$ cat config.mk
export PLATFORM = sky130hd
export DESIGN_NAME = motion_cmd_decoder
export DESIGN_NICKNAME = d
export VERILOG_FILES = /design/src/rtl/motion_cmd_decoder.v /design/src/rtl/pin_sync.v /design/src/rtl/frame_byte_rx.v
export VERILOG_INCLUDE_DIRS = /design/src /design/src/rtl
export SDC_FILE = /design/constraint.sdc
export NUM_CORES = 1
export LEC_CHECK = 0
export ABC_AREA = 1
export BUFFER_PORTS_ARGS = -buffer_cell sky130_fd_sc_hd__buf_2
export CAP_MARGIN = 20
export CELL_PAD_IN_SITES_DETAIL_PLACEMENT = 1
export CELL_PAD_IN_SITES_GLOBAL_PLACEMENT = 1
export CORE_MARGIN = 4
export CORE_UTILIZATION = 40
export CTS_CLUSTER_DIAMETER = 150
export CTS_CLUSTER_SIZE = 14
export DETAILED_ROUTE_END_ITERATION = 7
export PLACE_DENSITY = 0.8
export SLEW_MARGIN = 20
export SYNTH_ARGS = -nofsm -noshare
export SYNTH_HDL_FRONTEND = slang
export SYNTH_SLANG_ARGS = --single-unit
export TNS_END_PERCENT = 1
$ cat constraint.sdc
create_clock -name core_clk -period 3.72 [get_ports core_clk]
set_input_delay 0.744 -clock core_clk [delete_from_list [all_inputs] [get_ports core_clk]]
set_output_delay 0.744 -clock core_clk [all_outputs]
set_load 0.01 [all_outputs]
$ cat src/rtl/motion_cmd_map.vh
// Behaviour
// - A coil fault halts the motor and switches both bridges off without a command.
// - A coil fault halt while moving sets the lost step flag.
// - Frame command 0x85 halts the motor exactly like a coil fault halt.
// - Command 0x86 clears actual and target position to zero.
// - Clear position is ignored while the motor velocity is nonzero.
// - Command 0x87 reloads every parameter register with its reset value.
// - Restore defaults keeps actual position and copies it into target position.
// - Reference search: limits max/min, move one, limits min/min, move two, clear, safe move.
// - Reference search runs uninterrupted except by shutdown, emergency halt or coil fault halt.
// - Safe position 0x400 skips the final move of reference search.
// - Broken targets deadlock; only halt then full status read releases it.
// - Reference frame: 0x88, two 0xFF fillers, speed byte, two targets MSB first.
// - Command 0x89 stores currents, speeds, shape, resolution, direction, rate, safe, pwm.
// - Safe position 0x400 disables the later move to safe position commands.
// - Parameter byte 4 holds run/hold current, byte 5 top/min speed, bytes 2-3 filler.
// - Byte 6 holds safe bits 10:8, direction and ramp rate; byte 7 safe low byte.
// - Byte 8 holds pwm rate bit 6, shape bit 4, resolution 3:2, dither bit 0.
// - Move to safe position drives the motor to the signed 11-bit safe position.
// - The address byte is accepted and never sent back by the device.
`ifndef MOTION_CMD_MAP_VH
`define MOTION_CMD_MAP_VH
`define CMD_EMERGENCY_HALT     8'h85
`define CMD_CLEAR_POSITION     8'h86
`define CMD_RESTORE_DEFAULTS   8'h87
`define CMD_REFERENCE_SEARCH   8'h88
`define CMD_WRITE_MOTION       8'h89
`define CMD_READ_STATUS_ONE    8'h81
`define CMD_MOVE_TO_SAFE       8'h84
`define FILLER_BYTE            8'hFF
`define ADDR_PREFIX            2'h3
`define SAFE_DISABLED          11'h400
`define RST_RUN_CURRENT        4'h0
`define RST_HOLD_CURRENT       4'h0
`define RST_TOP_SPEED          4'h0
`define RST_MIN_SPEED          4'h0
`define RST_RAMP_RATE          4'h0
`define RST_DIRECTION          1'h0
`define RST_SAFE_POSITION      11'h400
`define RST_STEP_RESOLUTION    2'h0
`define RST_ACCEL_SHAPE        1'h0
`define RST_PWM_RATE           1'h0
`define RST_PWM_DITHER         1'h0
`define POS_PWM_RATE           6
`define POS_ACCEL_SHAPE        4
`define POS_STEP_RES_HI        3
`define POS_STEP_RES_LO        2
`define POS_PWM_DITHER         0
`define POS_DIRECTION          4
`define FRAME_LAST_BYTE        4'h8
`endif

$ cat src/rtl/motion_cmd_decoder.v
`timescale 1ns/1ps
`include "motion_cmd_map.vh"
module motion_cmd_decoder
#(
  parameter ADDR_BITS = 4
)
(
  input  wire                 core_clk,
  input  wire                 rst_n,
  input  wire                 link_clk,
  input  wire                 link_frame,
  input  wire [7:0]           link_byte,
  input  wire [ADDR_BITS-1:0] programmed_address_bits,
  input  wire                 address_pin_level,
  input  wire                 coil_fault,
  input  wire                 motor_moving,
  input  wire                 motor_shutdown,
  input  wire                 move_done,
  input  wire                 status_read_done,
  output reg  [15:0]          actual_position,
  output reg  [15:0]          target_position,
  output reg                  move_start,
  output reg                  bridge_disable,
  output reg                  lost_step_flag,
  output reg                  deadlock,
  output reg                  search_busy,
  output reg  [3:0]           run_current,
  output reg  [3:0]           hold_current,
  output reg  [3:0]           top_speed,
  output reg  [3:0]           min_speed,
  output reg  [3:0]           speed_limit_max,
  output reg  [3:0]           speed_limit_min,
  output reg  [3:0]           ramp_rate_code,
  output reg                  rotation_direction,
  output reg  [10:0]          safe_position,
  output reg  [1:0]           step_resolution,
  output reg                  accel_shape,
  output reg                  pwm_rate_select,
  output reg                  pwm_dither_enable
);
  ////////////////////////////////////////////////////////////////////////////
  wire       byte_valid;
  wire [7:0] byte_data;
  wire       frame_start;
  wire       frame_end;
  wire       fault_s;
  wire       moving_s;
  wire       shutdown_s;
  reg        fault_d;
  reg  [3:0] byte_idx;
  reg        addr_ok;
  reg  [7:0] cmd;
  reg  [7:0] frame_buf [0:8];
  reg  [15:0] search_pos1;
  reg  [15:0] search_pos2;
  reg        halt_seen;
  localparam S_IDLE  = 7'b0000001;
  localparam S_MOVE1 = 7'b0000010;
  localparam S_WAIT1 = 7'b0000100;
  localparam S_MOVE2 = 7'b0001000;
  localparam S_WAIT2 = 7'b0010000;
  localparam S_SAFE  = 7'b0100000;
  localparam S_WAITS = 7'b1000000;
  reg  [6:0] state;
  frame_byte_rx u_rx
  (
    .core_clk    (core_clk),
    .rst_n       (rst_n),
    .link_clk    (link_clk),
    .link_frame  (link_frame),
    .link_byte   (link_byte),
    .byte_valid  (byte_valid),
    .byte_data   (byte_data),
    .frame_start (frame_start),
    .frame_end   (frame_end)
  );
  pin_sync #(.WIDTH(3)) u_pins
  (
    .core_clk (core_clk),
    .rst_n    (rst_n),
    .pin      ({coil_fault, motor_moving, motor_shutdown}),
    .synced   ({fault_s, moving_s, shutdown_s})
  );
  ////////////////////////////////////////////////////////////////////////////
  // Frame parsing. Byte 0 is only checked here and no reply is ever driven.
  wire addr_match = (byte_data[7:6] == `ADDR_PREFIX) && !byte_data[0] &&
                    (byte_data[ADDR_BITS+1:2] == programmed_address_bits) &&
                    (byte_data[1] == address_pin_level);
  always @(posedge core_clk or negedge rst_n)
  begin
    if (!rst_n)
    begin
      byte_idx <= 4'h0;
      addr_ok  <= 1'b0;
      cmd      <= 8'h00;
    end
    else if (frame_start)
    begin
      byte_idx <= 4'h0;
      addr_ok  <= 1'b0;
      cmd      <= 8'h00;
    end
    else if (byte_valid)
    begin
      if (byte_idx == 4'h0)
        addr_ok <= addr_match;
      if (byte_idx == 4'h1)
        cmd <= byte_data;
      if (byte_idx <= `FRAME_LAST_BYTE)
        byte_idx <= byte_idx + 4'h1;
    end
  end
  genvar g;
  generate
    for (g = 0; g < 9; g = g + 1)
    begin : g_buf
      always @(posedge core_clk or negedge rst_n)
      begin
        if (!rst_n)
          frame_buf[g] <= 8'h00;
        else if (byte_valid && byte_idx == g)
          frame_buf[g] <= byte_data;
      end
    end
  endgenerate
  // Short frames execute at frame end; long ones need all nine bytes.
  wire short_ok = addr_ok && byte_idx == 4'h2;
  wire long_ok  = addr_ok && byte_idx == 4'h9 &&
                  frame_buf[2] == `FILLER_BYTE && frame_buf[3] == `FILLER_BYTE;
  wire do_halt    = frame_end && short_ok && cmd == `CMD_EMERGENCY_HALT;
  wire do_clear   = frame_end && short_ok && cmd == `CMD_CLEAR_POSITION;
  wire do_restore = frame_end && short_ok && cmd == `CMD_RESTORE_DEFAULTS;
  wire do_safe    = frame_end && short_ok && cmd == `CMD_MOVE_TO_SAFE;
  wire do_status  = frame_end && short_ok && cmd == `CMD_READ_STATUS_ONE;
  wire do_search  = frame_end && long_ok && cmd == `CMD_REFERENCE_SEARCH;
  wire do_params  = frame_end && long_ok && cmd == `CMD_WRITE_MOTION;
  wire fault_rise = fault_s && !fault_d;
  wire any_halt   = do_halt || fault_rise;
  // The sequencer owns the link while busy or deadlocked, so host commands other than halt and status read are gated.
  wire host_ok    = !search_busy && !deadlock;
  wire safe_en    = safe_position != `SAFE_DISABLED;
  wire [15:0] safe_ext = {{5{safe_position[10]}}, safe_position};
  ////////////////////////////////////////////////////////////////////////////
  always @(posedge core_clk or negedge rst_n)
  begin
    if (!rst_n)
    begin
      fault_d         <= 1'b0;
      halt_seen       <= 1'b0;
      bridge_disable  <= 1'b0;
      lost_step_flag  <= 1'b0;
      deadlock        <= 1'b0;
      search_busy     <= 1'b0;
      state           <= S_IDLE;
      move_start      <= 1'b0;
      actual_position <= 16'h0000;
      target_position <= 16'h0000;
      search_pos1     <= 16'h0000;
      search_pos2     <= 16'h0000;
      speed_limit_max <= `RST_TOP_SPEED;
      speed_limit_min <= `RST_MIN_SPEED;
    end
    else
    begin
      fault_d    <= fault_s;
      move_start <= 1'b0;
      if (move_done)
        actual_position <= target_position;
      if (any_halt)
      begin
        bridge_disable <= 1'b1;
        if (moving_s)
          lost_step_flag <= 1'b1;
        search_busy <= 1'b0;
        state       <= S_IDLE;
        if (deadlock)
          halt_seen <= 1'b1;
      end
      else if (do_status)
      begin
        // The status read releases the bridges and the sticky flag.
        bridge_disable <= 1'b0;
        lost_step_flag <= 1'b0;
        if (halt_seen)
        begin
          deadlock  <= 1'b0;
          halt_seen <= 1'b0;
        end
      end
      else if (shutdown_s && search_busy)
      begin
        search_busy <= 1'b0;
        state       <= S_IDLE;
      end
      else
      begin
        case (state)
          S_IDLE:
          begin
            if (host_ok && do_clear && !moving_s)
            begin
              actual_position <= 16'h0000;
              target_position <= 16'h0000;
            end
            else if (host_ok && do_restore)
            begin
              target_position <= actual_position;
              speed_limit_max <= `RST_TOP_SPEED;
              speed_limit_min <= `RST_MIN_SPEED;
            end
            else if (host_ok && do_safe && safe_en)
            begin
              target_position <= safe_ext;
              move_start      <= 1'b1;
            end
            else if (host_ok && do_params)
            begin
              speed_limit_max <= frame_buf[5][7:4];
              speed_limit_min <= frame_buf[5][3:0];
            end
            else if (host_ok && do_search)
            begin
              speed_limit_max <= frame_buf[4][7:4];
              speed_limit_min <= frame_buf[4][3:0];
              search_pos1     <= {frame_buf[5], frame_buf[6]};
              search_pos2     <= {frame_buf[7], frame_buf[8]};
              search_busy     <= 1'b1;
              // A first target equal to the actual position or to the second target can never complete, which is the deadlock.
              if ({frame_buf[5], frame_buf[6]} == actual_position ||
                  {frame_buf[5], frame_buf[6]} == {frame_buf[7], frame_buf[8]})
                deadlock <= 1'b1;
              state <= S_MOVE1;
            end
          end
          S_MOVE1:
          begin
            target_position <= search_pos1;
            move_start      <= 1'b1;
            state           <= S_WAIT1;
          end
          S_WAIT1:
          begin
            if (move_done && !deadlock)
            begin
              speed_limit_max <= speed_limit_min;
              state           <= S_MOVE2;
            end
          end
          S_MOVE2:
          begin
            target_position <= search_pos2;
            move_start      <= 1'b1;
            state           <= S_WAIT2;
          end
          S_WAIT2:
          begin
            if (move_done && !deadlock)
            begin
              actual_position <= 16'h0000;
              target_position <= 16'h0000;
              if (safe_en)
                state <= S_SAFE;
              else
              begin
                search_busy <= 1'b0;
                state       <= S_IDLE;
              end
            end
          end
          S_SAFE:
          begin
            target_position <= safe_ext;
            move_start      <= 1'b1;
            state           <= S_WAITS;
          end
          S_WAITS:
          begin
            if (move_done)
            begin
              search_busy <= 1'b0;
              state       <= S_IDLE;
            end
          end
          default:
            state <= S_IDLE;
        endcase
      end
    end
  end
  ////////////////////////////////////////////////////////////////////////////
  // Parameter RAM.
  always @(posedge core_clk or negedge rst_n)
  begin
    if (!rst_n)
    begin
      run_current        <= `RST_RUN_CURRENT;
      hold_current       <= `RST_HOLD_CURRENT;
      top_speed          <= `RST_TOP_SPEED;
      min_speed          <= `RST_MIN_SPEED;
      ramp_rate_code     <= `RST_RAMP_RATE;
      rotation_direction <= `RST_DIRECTION;
      safe_position      <= `RST_SAFE_POSITION;
      step_resolution    <= `RST_STEP_RESOLUTION;
      accel_shape        <= `RST_ACCEL_SHAPE;
      pwm_rate_select    <= `RST_PWM_RATE;
      pwm_dither_enable  <= `RST_PWM_DITHER;
    end
    else if (host_ok && do_restore && state == S_IDLE && !any_halt)
    begin
      run_current        <= `RST_RUN_CURRENT;
      hold_current       <= `RST_HOLD_CURRENT;
      top_speed          <= `RST_TOP_SPEED;
      min_speed          <= `RST_MIN_SPEED;
      ramp_rate_code     <= `RST_RAMP_RATE;
      rotation_direction <= `RST_DIRECTION;
      safe_position      <= `RST_SAFE_POSITION;
      step_resolution    <= `RST_STEP_RESOLUTION;
      accel_shape        <= `RST_ACCEL_SHAPE;
      pwm_rate_select    <= `RST_PWM_RATE;
      pwm_dither_enable  <= `RST_PWM_DITHER;
    end
    else if (host_ok && do_params && state == S_IDLE && !any_halt)
    begin
      run_current        <= frame_buf[4][7:4];
      hold_current       <= frame_buf[4][3:0];
      top_speed          <= frame_buf[5][7:4];
      min_speed          <= frame_buf[5][3:0];
      safe_position      <= {frame_buf[6][7:5], frame_buf[7]};
      rotation_direction <= frame_buf[6][`POS_DIRECTION];
      ramp_rate_code     <= frame_buf[6][3:0];
      pwm_rate_select    <= frame_buf[8][`POS_PWM_RATE];
      accel_shape        <= frame_buf[8][`POS_ACCEL_SHAPE];
      step_resolution    <= frame_buf[8][`POS_STEP_RES_HI:`POS_STEP_RES_LO];
      pwm_dither_enable  <= frame_buf[8][`POS_PWM_DITHER];
    end
  end
endmodule // motion_cmd_decoder

$ cat src/rtl/pin_sync.v
`timescale 1ns/1ps
module pin_sync
#(
  parameter WIDTH = 1
)
(
  input  wire             core_clk,
  input  wire             rst_n,
  input  wire [WIDTH-1:0] pin,
  output reg  [WIDTH-1:0] synced
);
  reg [WIDTH-1:0] meta;
  always @(posedge core_clk or negedge rst_n)
  begin
    if (!rst_n)
    begin
      meta   <= {WIDTH{1'b0}};
      synced <= {WIDTH{1'b0}};
    end
    else
    begin
      meta   <= pin;
      synced <= meta;
    end
  end
endmodule // pin_sync

$ cat src/rtl/frame_byte_rx.v
`timescale 1ns/1ps
// Bytes arrive as a strobe with data on the link clock; the strobe is
// sampled and its edge turned into a one-cycle pulse on core_clk.
module frame_byte_rx
(
  input  wire       core_clk,
  input  wire       rst_n,
  input  wire       link_clk,
  input  wire       link_frame,
  input  wire [7:0] link_byte,
  output reg        byte_valid,
  output reg  [7:0] byte_data,
  output reg        frame_start,
  output reg        frame_end
);
  wire       clk_s;
  wire       frame_s;
  wire [7:0] data_s;
  reg        clk_d;
  reg        frame_d;
  pin_sync #(.WIDTH(10)) u_sync
  (
    .core_clk (core_clk),
    .rst_n    (rst_n),
    .pin      ({link_clk, link_frame, link_byte}),
    .synced   ({clk_s, frame_s, data_s})
  );
  // Data is taken on the rising link edge; the host holds it stable around it.
  always @(posedge core_clk or negedge rst_n)
  begin
    if (!rst_n)
    begin
      clk_d       <= 1'b0;
      frame_d     <= 1'b0;
      byte_valid  <= 1'b0;
      byte_data   <= 8'h00;
      frame_start <= 1'b0;
      frame_end   <= 1'b0;
    end
    else
    begin
      clk_d       <= clk_s;
      frame_d     <= frame_s;
      byte_valid  <= frame_s && clk_s && !clk_d;
      frame_start <= frame_s && !frame_d;
      frame_end   <= !frame_s && frame_d;
      if (frame_s && clk_s && !clk_d)
        byte_data <= data_s;
    end
  end
endmodule // frame_byte_rx

-- Word-level counts from Yosys, hierarchy flattened
Index checks and enable logic that the tools add are counted.
- flip-flop bits (word level): 231
- latch bits: 0
- RAM bits: 0
- memory bits (read-only): 0
- bits of input ports: 22
- output and inout port bits: 82
- logic and storage cells: 292
- memories kept: 0
- add/sub/neg operators: 1
- multiply operators: 0
- divide/modulo/power cells: 0
- order comparisons: 1
- equality and inequality tests: 56
- shifts and indexed selects: 0
- mux-type cells: 102
- bitwise gates (word level): 7
- reductions and logical operators: 80
- operators with widths (cell ; number):
    2-to-1 mux 16 bit ; 10
    2-to-1 mux 4 bit ; 23
    one-hot mux 16 bit (5 select lines) ; 1
    2-to-1 mux 7 bit ; 11
    equality test 8 bit, second input constant ; 9
    one-hot mux 7 bit (7 select lines) ; 1
    2-to-1 mux 1 bit ; 44
    != test 4 bit, second input constant ; 11
    logical AND 1 bit ; 42
    equality test 16 bit ; 2
    one-hot mux 16 bit (2 select lines) ; 1
    2-to-1 mux 8 bit ; 3
    2-to-1 mux 11 bit ; 2
    != test 2 bit, second input constant ; 11
    AND reduction 10 bit ; 2
    nonzero test 2 bit ; 10
    AND reduction 9 bit ; 2
    equality test 4 x 3 -> 1 bit, second input constant ; 4
    != test 11 bit, second input constant ; 1
    AND reduction 2 bit ; 5
    nonzero test 5 bit ; 2
    logical NOT 1 bit ; 9
    equality test 4 x 2 -> 1 bit, second input constant ; 2
    equality test 4 bit, second input constant ; 2
    other kinds (28) ; 37

-- Depth between registers and ports, before layout
- depth after elaboration: 16
- depth in mapped cells: 15
- depth with buffers taken out: 13

-- Modules after synthesis
Synthesis repeated with hierarchy kept, for this count alone.
- cell total of the unflattened synthesis: 1287
- area total of the unflattened synthesis: 10787.8 sq um
- modules (own cells, without submodules) (module ; times used ; cells each ; area an instance (sq um)):
    motion_cmd_decoder ; 1 ; 1215 ; 9634.2
    frame_byte_rx ; 1 ; 46 ; 503.0
    pin_sync (u_rx.u_sync) ; 1 ; 20 ; 500.5
    pin_sync (u_pins) ; 1 ; 6 ; 150.1

-- Worst setup path before layout
OpenSTA, ideal clock, no wires.
- path type: input to register
- from: input port move_done
- to: register target_position[10]
- setup time: 0.117 ns
- arrival: 1.744 ns
- path slack: 1.859 ns
- stages: 10
- path through: inv_1 nor2_1 nor3_1 nor2_1 nand3_4 nor2_8 inv_4 buf_6 nand2_1 nand2_1
- word-level cells in the longest chain between the ends: 3
- RTL lines (what ; line ; source):
    start: declaration ; motion_cmd_decoder.v:18 ; input wire move_done,
    logical AND 1 bit ; motion_cmd_decoder.v:257 ; if (move_done && !deadlock)
    != test 2 bit (no source line) ; n/a ;
    AND reduction 6 bit (no source line) ; n/a ;
    end signal: assignment ; motion_cmd_decoder.v:237 ; target_position <= search_pos1;
    end signal: assignment ; motion_cmd_decoder.v:251 ; target_position <= search_pos2;
    end signal: assignment ; motion_cmd_decoder.v:272 ; target_position <= safe_ext;
    end: declaration ; motion_cmd_decoder.v:21 ; output reg [15:0] target_position,
No other way between the ends.
A chain may end at the register's enable or synchronous reset.

-- Worst setup path after layout
- from: register byte_idx[1]
- to: register pwm_rate_select
- word-level cells in the longest chain between the ends: 10
- elaborated cells between the ends (all ways): 21
- RTL lines (what ; line ; source):
    start: declaration ; motion_cmd_decoder.v:50 ; reg [3:0] byte_idx;
    start signal: assignment ; motion_cmd_decoder.v:110 ; byte_idx <= byte_idx + 4'h1;
    equality test 4 bit ; motion_cmd_decoder.v:128 ; wire long_ok = addr_ok && byte_idx == 4'h9 &&
    logical AND 1 bit ; motion_cmd_decoder.v:128 ;
    logical AND 1 bit (no source line) (2 in a row) ; n/a ;
    logical AND 1 bit ; motion_cmd_decoder.v:136 ; wire do_params = frame_end && long_ok && cmd == `CMD_WRITE_MOTION;
    logical AND 1 bit (no source line) ; n/a ;
    logical AND 1 bit (3 in a row) ; motion_cmd_decoder.v:322 ; else if (host_ok && do_params && state == S_IDLE && !any_halt)
    nonzero test 2 bit (no source line) ; n/a ;
    end signal: assignment ; motion_cmd_decoder.v:305 ; pwm_rate_select <= `RST_PWM_RATE;
    end signal: assignment ; motion_cmd_decoder.v:319 ; pwm_rate_select <= `RST_PWM_RATE;
    end signal: assignment ; motion_cmd_decoder.v:331 ; pwm_rate_select <= frame_buf[8][`POS_PWM_RATE];
    end: declaration ; motion_cmd_decoder.v:38 ; output reg pwm_rate_select,
Parallel ways exist; a longest one is shown, timed or not.

==> flow_summary_export.csv <==
group,metric,value,unit
status,status,"finished clean",
yosys,avgSynthCellArea,8.33,um2
clock_network,cts_setup_buffers,0,
yosys,synthAdderAreaFrac,0.465,%
sta,period_share,70.6,%
finish,layout-drive-gt1-share,13.7,%
yosys,synth_mux_area_share,0,%
power,power_density,567,nW/um2
global_routing,antenna_found_initial,0,
global_routing,grt_pass1_vias,9803,
yosys,async_reset_ff_share,100,%
placed_design,hpwl,22.7,mm
die,die_area,29600,um2
finish,antenna_cells,0,
sta,fmax,381,MHz
worst_setup_path,cp.required,4.15,ns
placed_design,pre_cts_slack,1.12,ns
worst_setup_path,critPathKind,"reg -> reg",
drt,dr.pass1.iters,5,
power,ir_drop,275,uV
clock_network,cts-buffers-inserted,20,
die,die_h,172,um
global_routing,grt_pass1_wl,51.9,mm
die,rows,59,
sta,drv_slew,0,
power,clockPowerShare,28.4,%
power,power.share.switching,36.6,%
sta,rsz0062_at_grt,"no",
clock_network,hold_buffers,0,
sta,hold_viol_final,0,
clock_network,cts_tree,"yes",
global_routing,grt_overflow,0,
finish,area_delta_synth_final,11.8,%
global_routing,busiest_layer,"met2",
drt,drtIter0Drc,571,
yosys,synth_top_family_by_area,"simple AND/OR/NAND/NOR gates",
yosys,synth_top_area_cell,"dfrtp_1",
clock_network,cts_root_buffer,"clkbuf_16",
sta,timing.slew.headroom,40.2,%
sta,final-setup-viol-count,0,
yosys,synth_top_area_share,53.3,%
power,p_int,4.32,mW
drt,via_per_inst,5.32,
finish,fin_nets,1397,
worst_setup_path,critical_path_arrival,3.06,ns
yosys,synth_area_leaders,"dfrtp_1 53%, nand2_1 15%, o21ai_0 5.8%",
drt,vias,9095,
yosys,seq_area_frac_synth,53.8,%
worst_setup_path,cp-start-kind,"flop",
flow_run,drv_cap,0,
yosys,synth_enable_flop_cells,0,
worst_setup_path,r2r_start,"byte_idx[1]",
power,p_sw,2.49,mW
global_routing,grt_usage,21.8,%
yosys,synth_commonest_cells,"440 x nand2_1, 229 x dfrtp_1, 124 x o21ai_0, 92 x inv_1, 90 x nor2_1",
yosys,syn_area,10800,um2
worst_setup_path,critPathMaxFanout,29,
yosys,synthXorXnorAreaFrac,1.87,%
yosys,synth_compound_gate_area_share,9.33,%
placed_design,place_congestion,0.859,
global_routing,use_met3,2.54,%
yosys,synth_most_common_cell,"nand2_1",
yosys,yosysWarnings,0,
yosys,yosys.area_share.simple,28.0,%
sta,setup_slack,1.09,ns
die,core_area,26300,um2
yosys,synth_seq_cells,231,
worst_setup_path,startpoint,"byte_idx[1]",
die,start_util,40.9,%
drt,drcViolationCount,0,
clock_network,clk_pin_slew_worst_paths,0.07,ns
power,p_comb_share,25.0,%
global_routing,grt_util_met2,38.0,%
clock_network,clock-sinks,231,
clock_network,clk_latency,0.53,ns
global_routing,grt_util_met1,28.7,%
yosys,synthCells,1292,
die,ios,104,
worst_setup_path,critPathCaptureType,"flop",
sta,worst_pin_slew,0.893,ns
die,die_x,172,um
yosys,yosysUniqueCellTypes,41,
sta,layout_min_cycle_time,2.63,ns
sta,fin_tns_setup,0,ns
clock_network,clock_path_buffers,3,
global_routing,grt_max_degree,81,
drt,wl_per_cell,18.5,um
yosys,synthesis.nets,1318,
worst_hold_path,hp-class,"in -> async",
drt,ant_nets,0,
power,p_leak,6.06,nW
sta,skew,0.0214,ns
power,p_seq_share,46.7,%
clock_network,cts.htree.levels,1,
clock_network,ctsResizeCount,0,
drt,wirelength,31.6,mm
placed_design,portBuffers,102,
yosys,synth_flop_cell,"dfrtp_1",
## cell type report
type                    count  area, um2
clock inverters             2       38.8
fillers                  3249      14300
flip-flops and latches    231       5780
inverters                 102        385
well taps                 335        419
multi-input cells         905       4270
clock buffers              25        519
repair buffers            111        613
## state kept, by name, indices dropped and copies added, names as in the netlist, 10 cells and up
name / flops
search_pos2: 16
target_position: 16
search_pos1: 16
frame_buf: 56
safe_position: 11
u_rx.u_sync.meta: 10
actual_position: 16
u_rx.u_sync.synced: 10
## path summary, 6_finish.rpt
path                                         end  slack, ns  cells after the start
min in group core_clk        u_rx.u_sync.meta[4]       0.33                      1
hold / removal                 pwm_dither_enable       0.19                      1
max in group asynchronous               state[4]       2.62                      2
setup reg to reg                 pwm_rate_select       1.09                     12
hold reg to reg            u_rx.u_sync.synced[3]       0.34                      0
setup / recovery                 pwm_rate_select       1.09                     12
## logic make-up after synthesis
| kind of cell | count (synthesis) |
|---|---|
| AOI/OAI and AO/OA | 193 |
| xor gates and xnor gates | 23 |
| adders and majority gates | 4 |
| buffers and inverters | 156 |
| DFF | 231 |
| and+or+nand+nor | 685 |
## worst max-delay path, cell delays in order (launching register included)
cell and delay (ns):
dfrtp_1 0.42, inv_1 0.10, ha_1 0.28, nand2_1 0.08, nor2_1 0.11, nand2_1 0.06
nor2_2 0.17, nand3_1 0.12, buf_4 0.21, nand2_1 0.08, nand2_2 0.30, buf_4 0.35
o21ai_0 0.22
## per-stage QoR
stage	utilization (%)	cells	hold WS, ns	power [mW]	instance area (um2)
2_1_floorplan	-	1292	0.331	4.31	10800
3_3_place_gp	43.6	1684	0.332	4.87	11500
3_5_place_dp	43.6	1684	0.336	4.95	11500
4_1_cts	45.8	1711	0.226	6.90	12000
5_1_grt	45.8	1711	0.234	7.28	12000
6_report	45.8	1711	0.186	6.82	12000
## per-layer routing
| metal | vias to the layer above | routed length, um |
|---|---|---|
| li1 | 4302 | - |
| met1 | 4529 | 13600 |
| met2 | 198 | 15800 |
| met3 | 66 | 1330 |
| met4 | 0 | 897 |
| met5 | - | 0 |
## power groups by stage
stage	clock [mW]	sequential [mW]	combinational, mW
6_report	1.93	3.18	1.70
5_1_grt	2.11	3.23	1.94
4_1_cts	1.99	3.18	1.73
3_5_place_dp	0	3.23	1.72
3_3_place_gp	0	3.22	1.65
2_1_floorplan	0	3.10	1.22
## placed cells by master (no fill, tap or decap), drive strengths merged, types with 5 or more instances in the layout
master and count:
nand4 54, o21ai 153, a21oi 22, inv 101
buf 111, xnor2 18, xor2 5, nor3 23
nand3 39, nand2 452, nor2 109, dfrtp 229
o22ai 14, clkbuf 25
(Power assumes the default switching activity.)
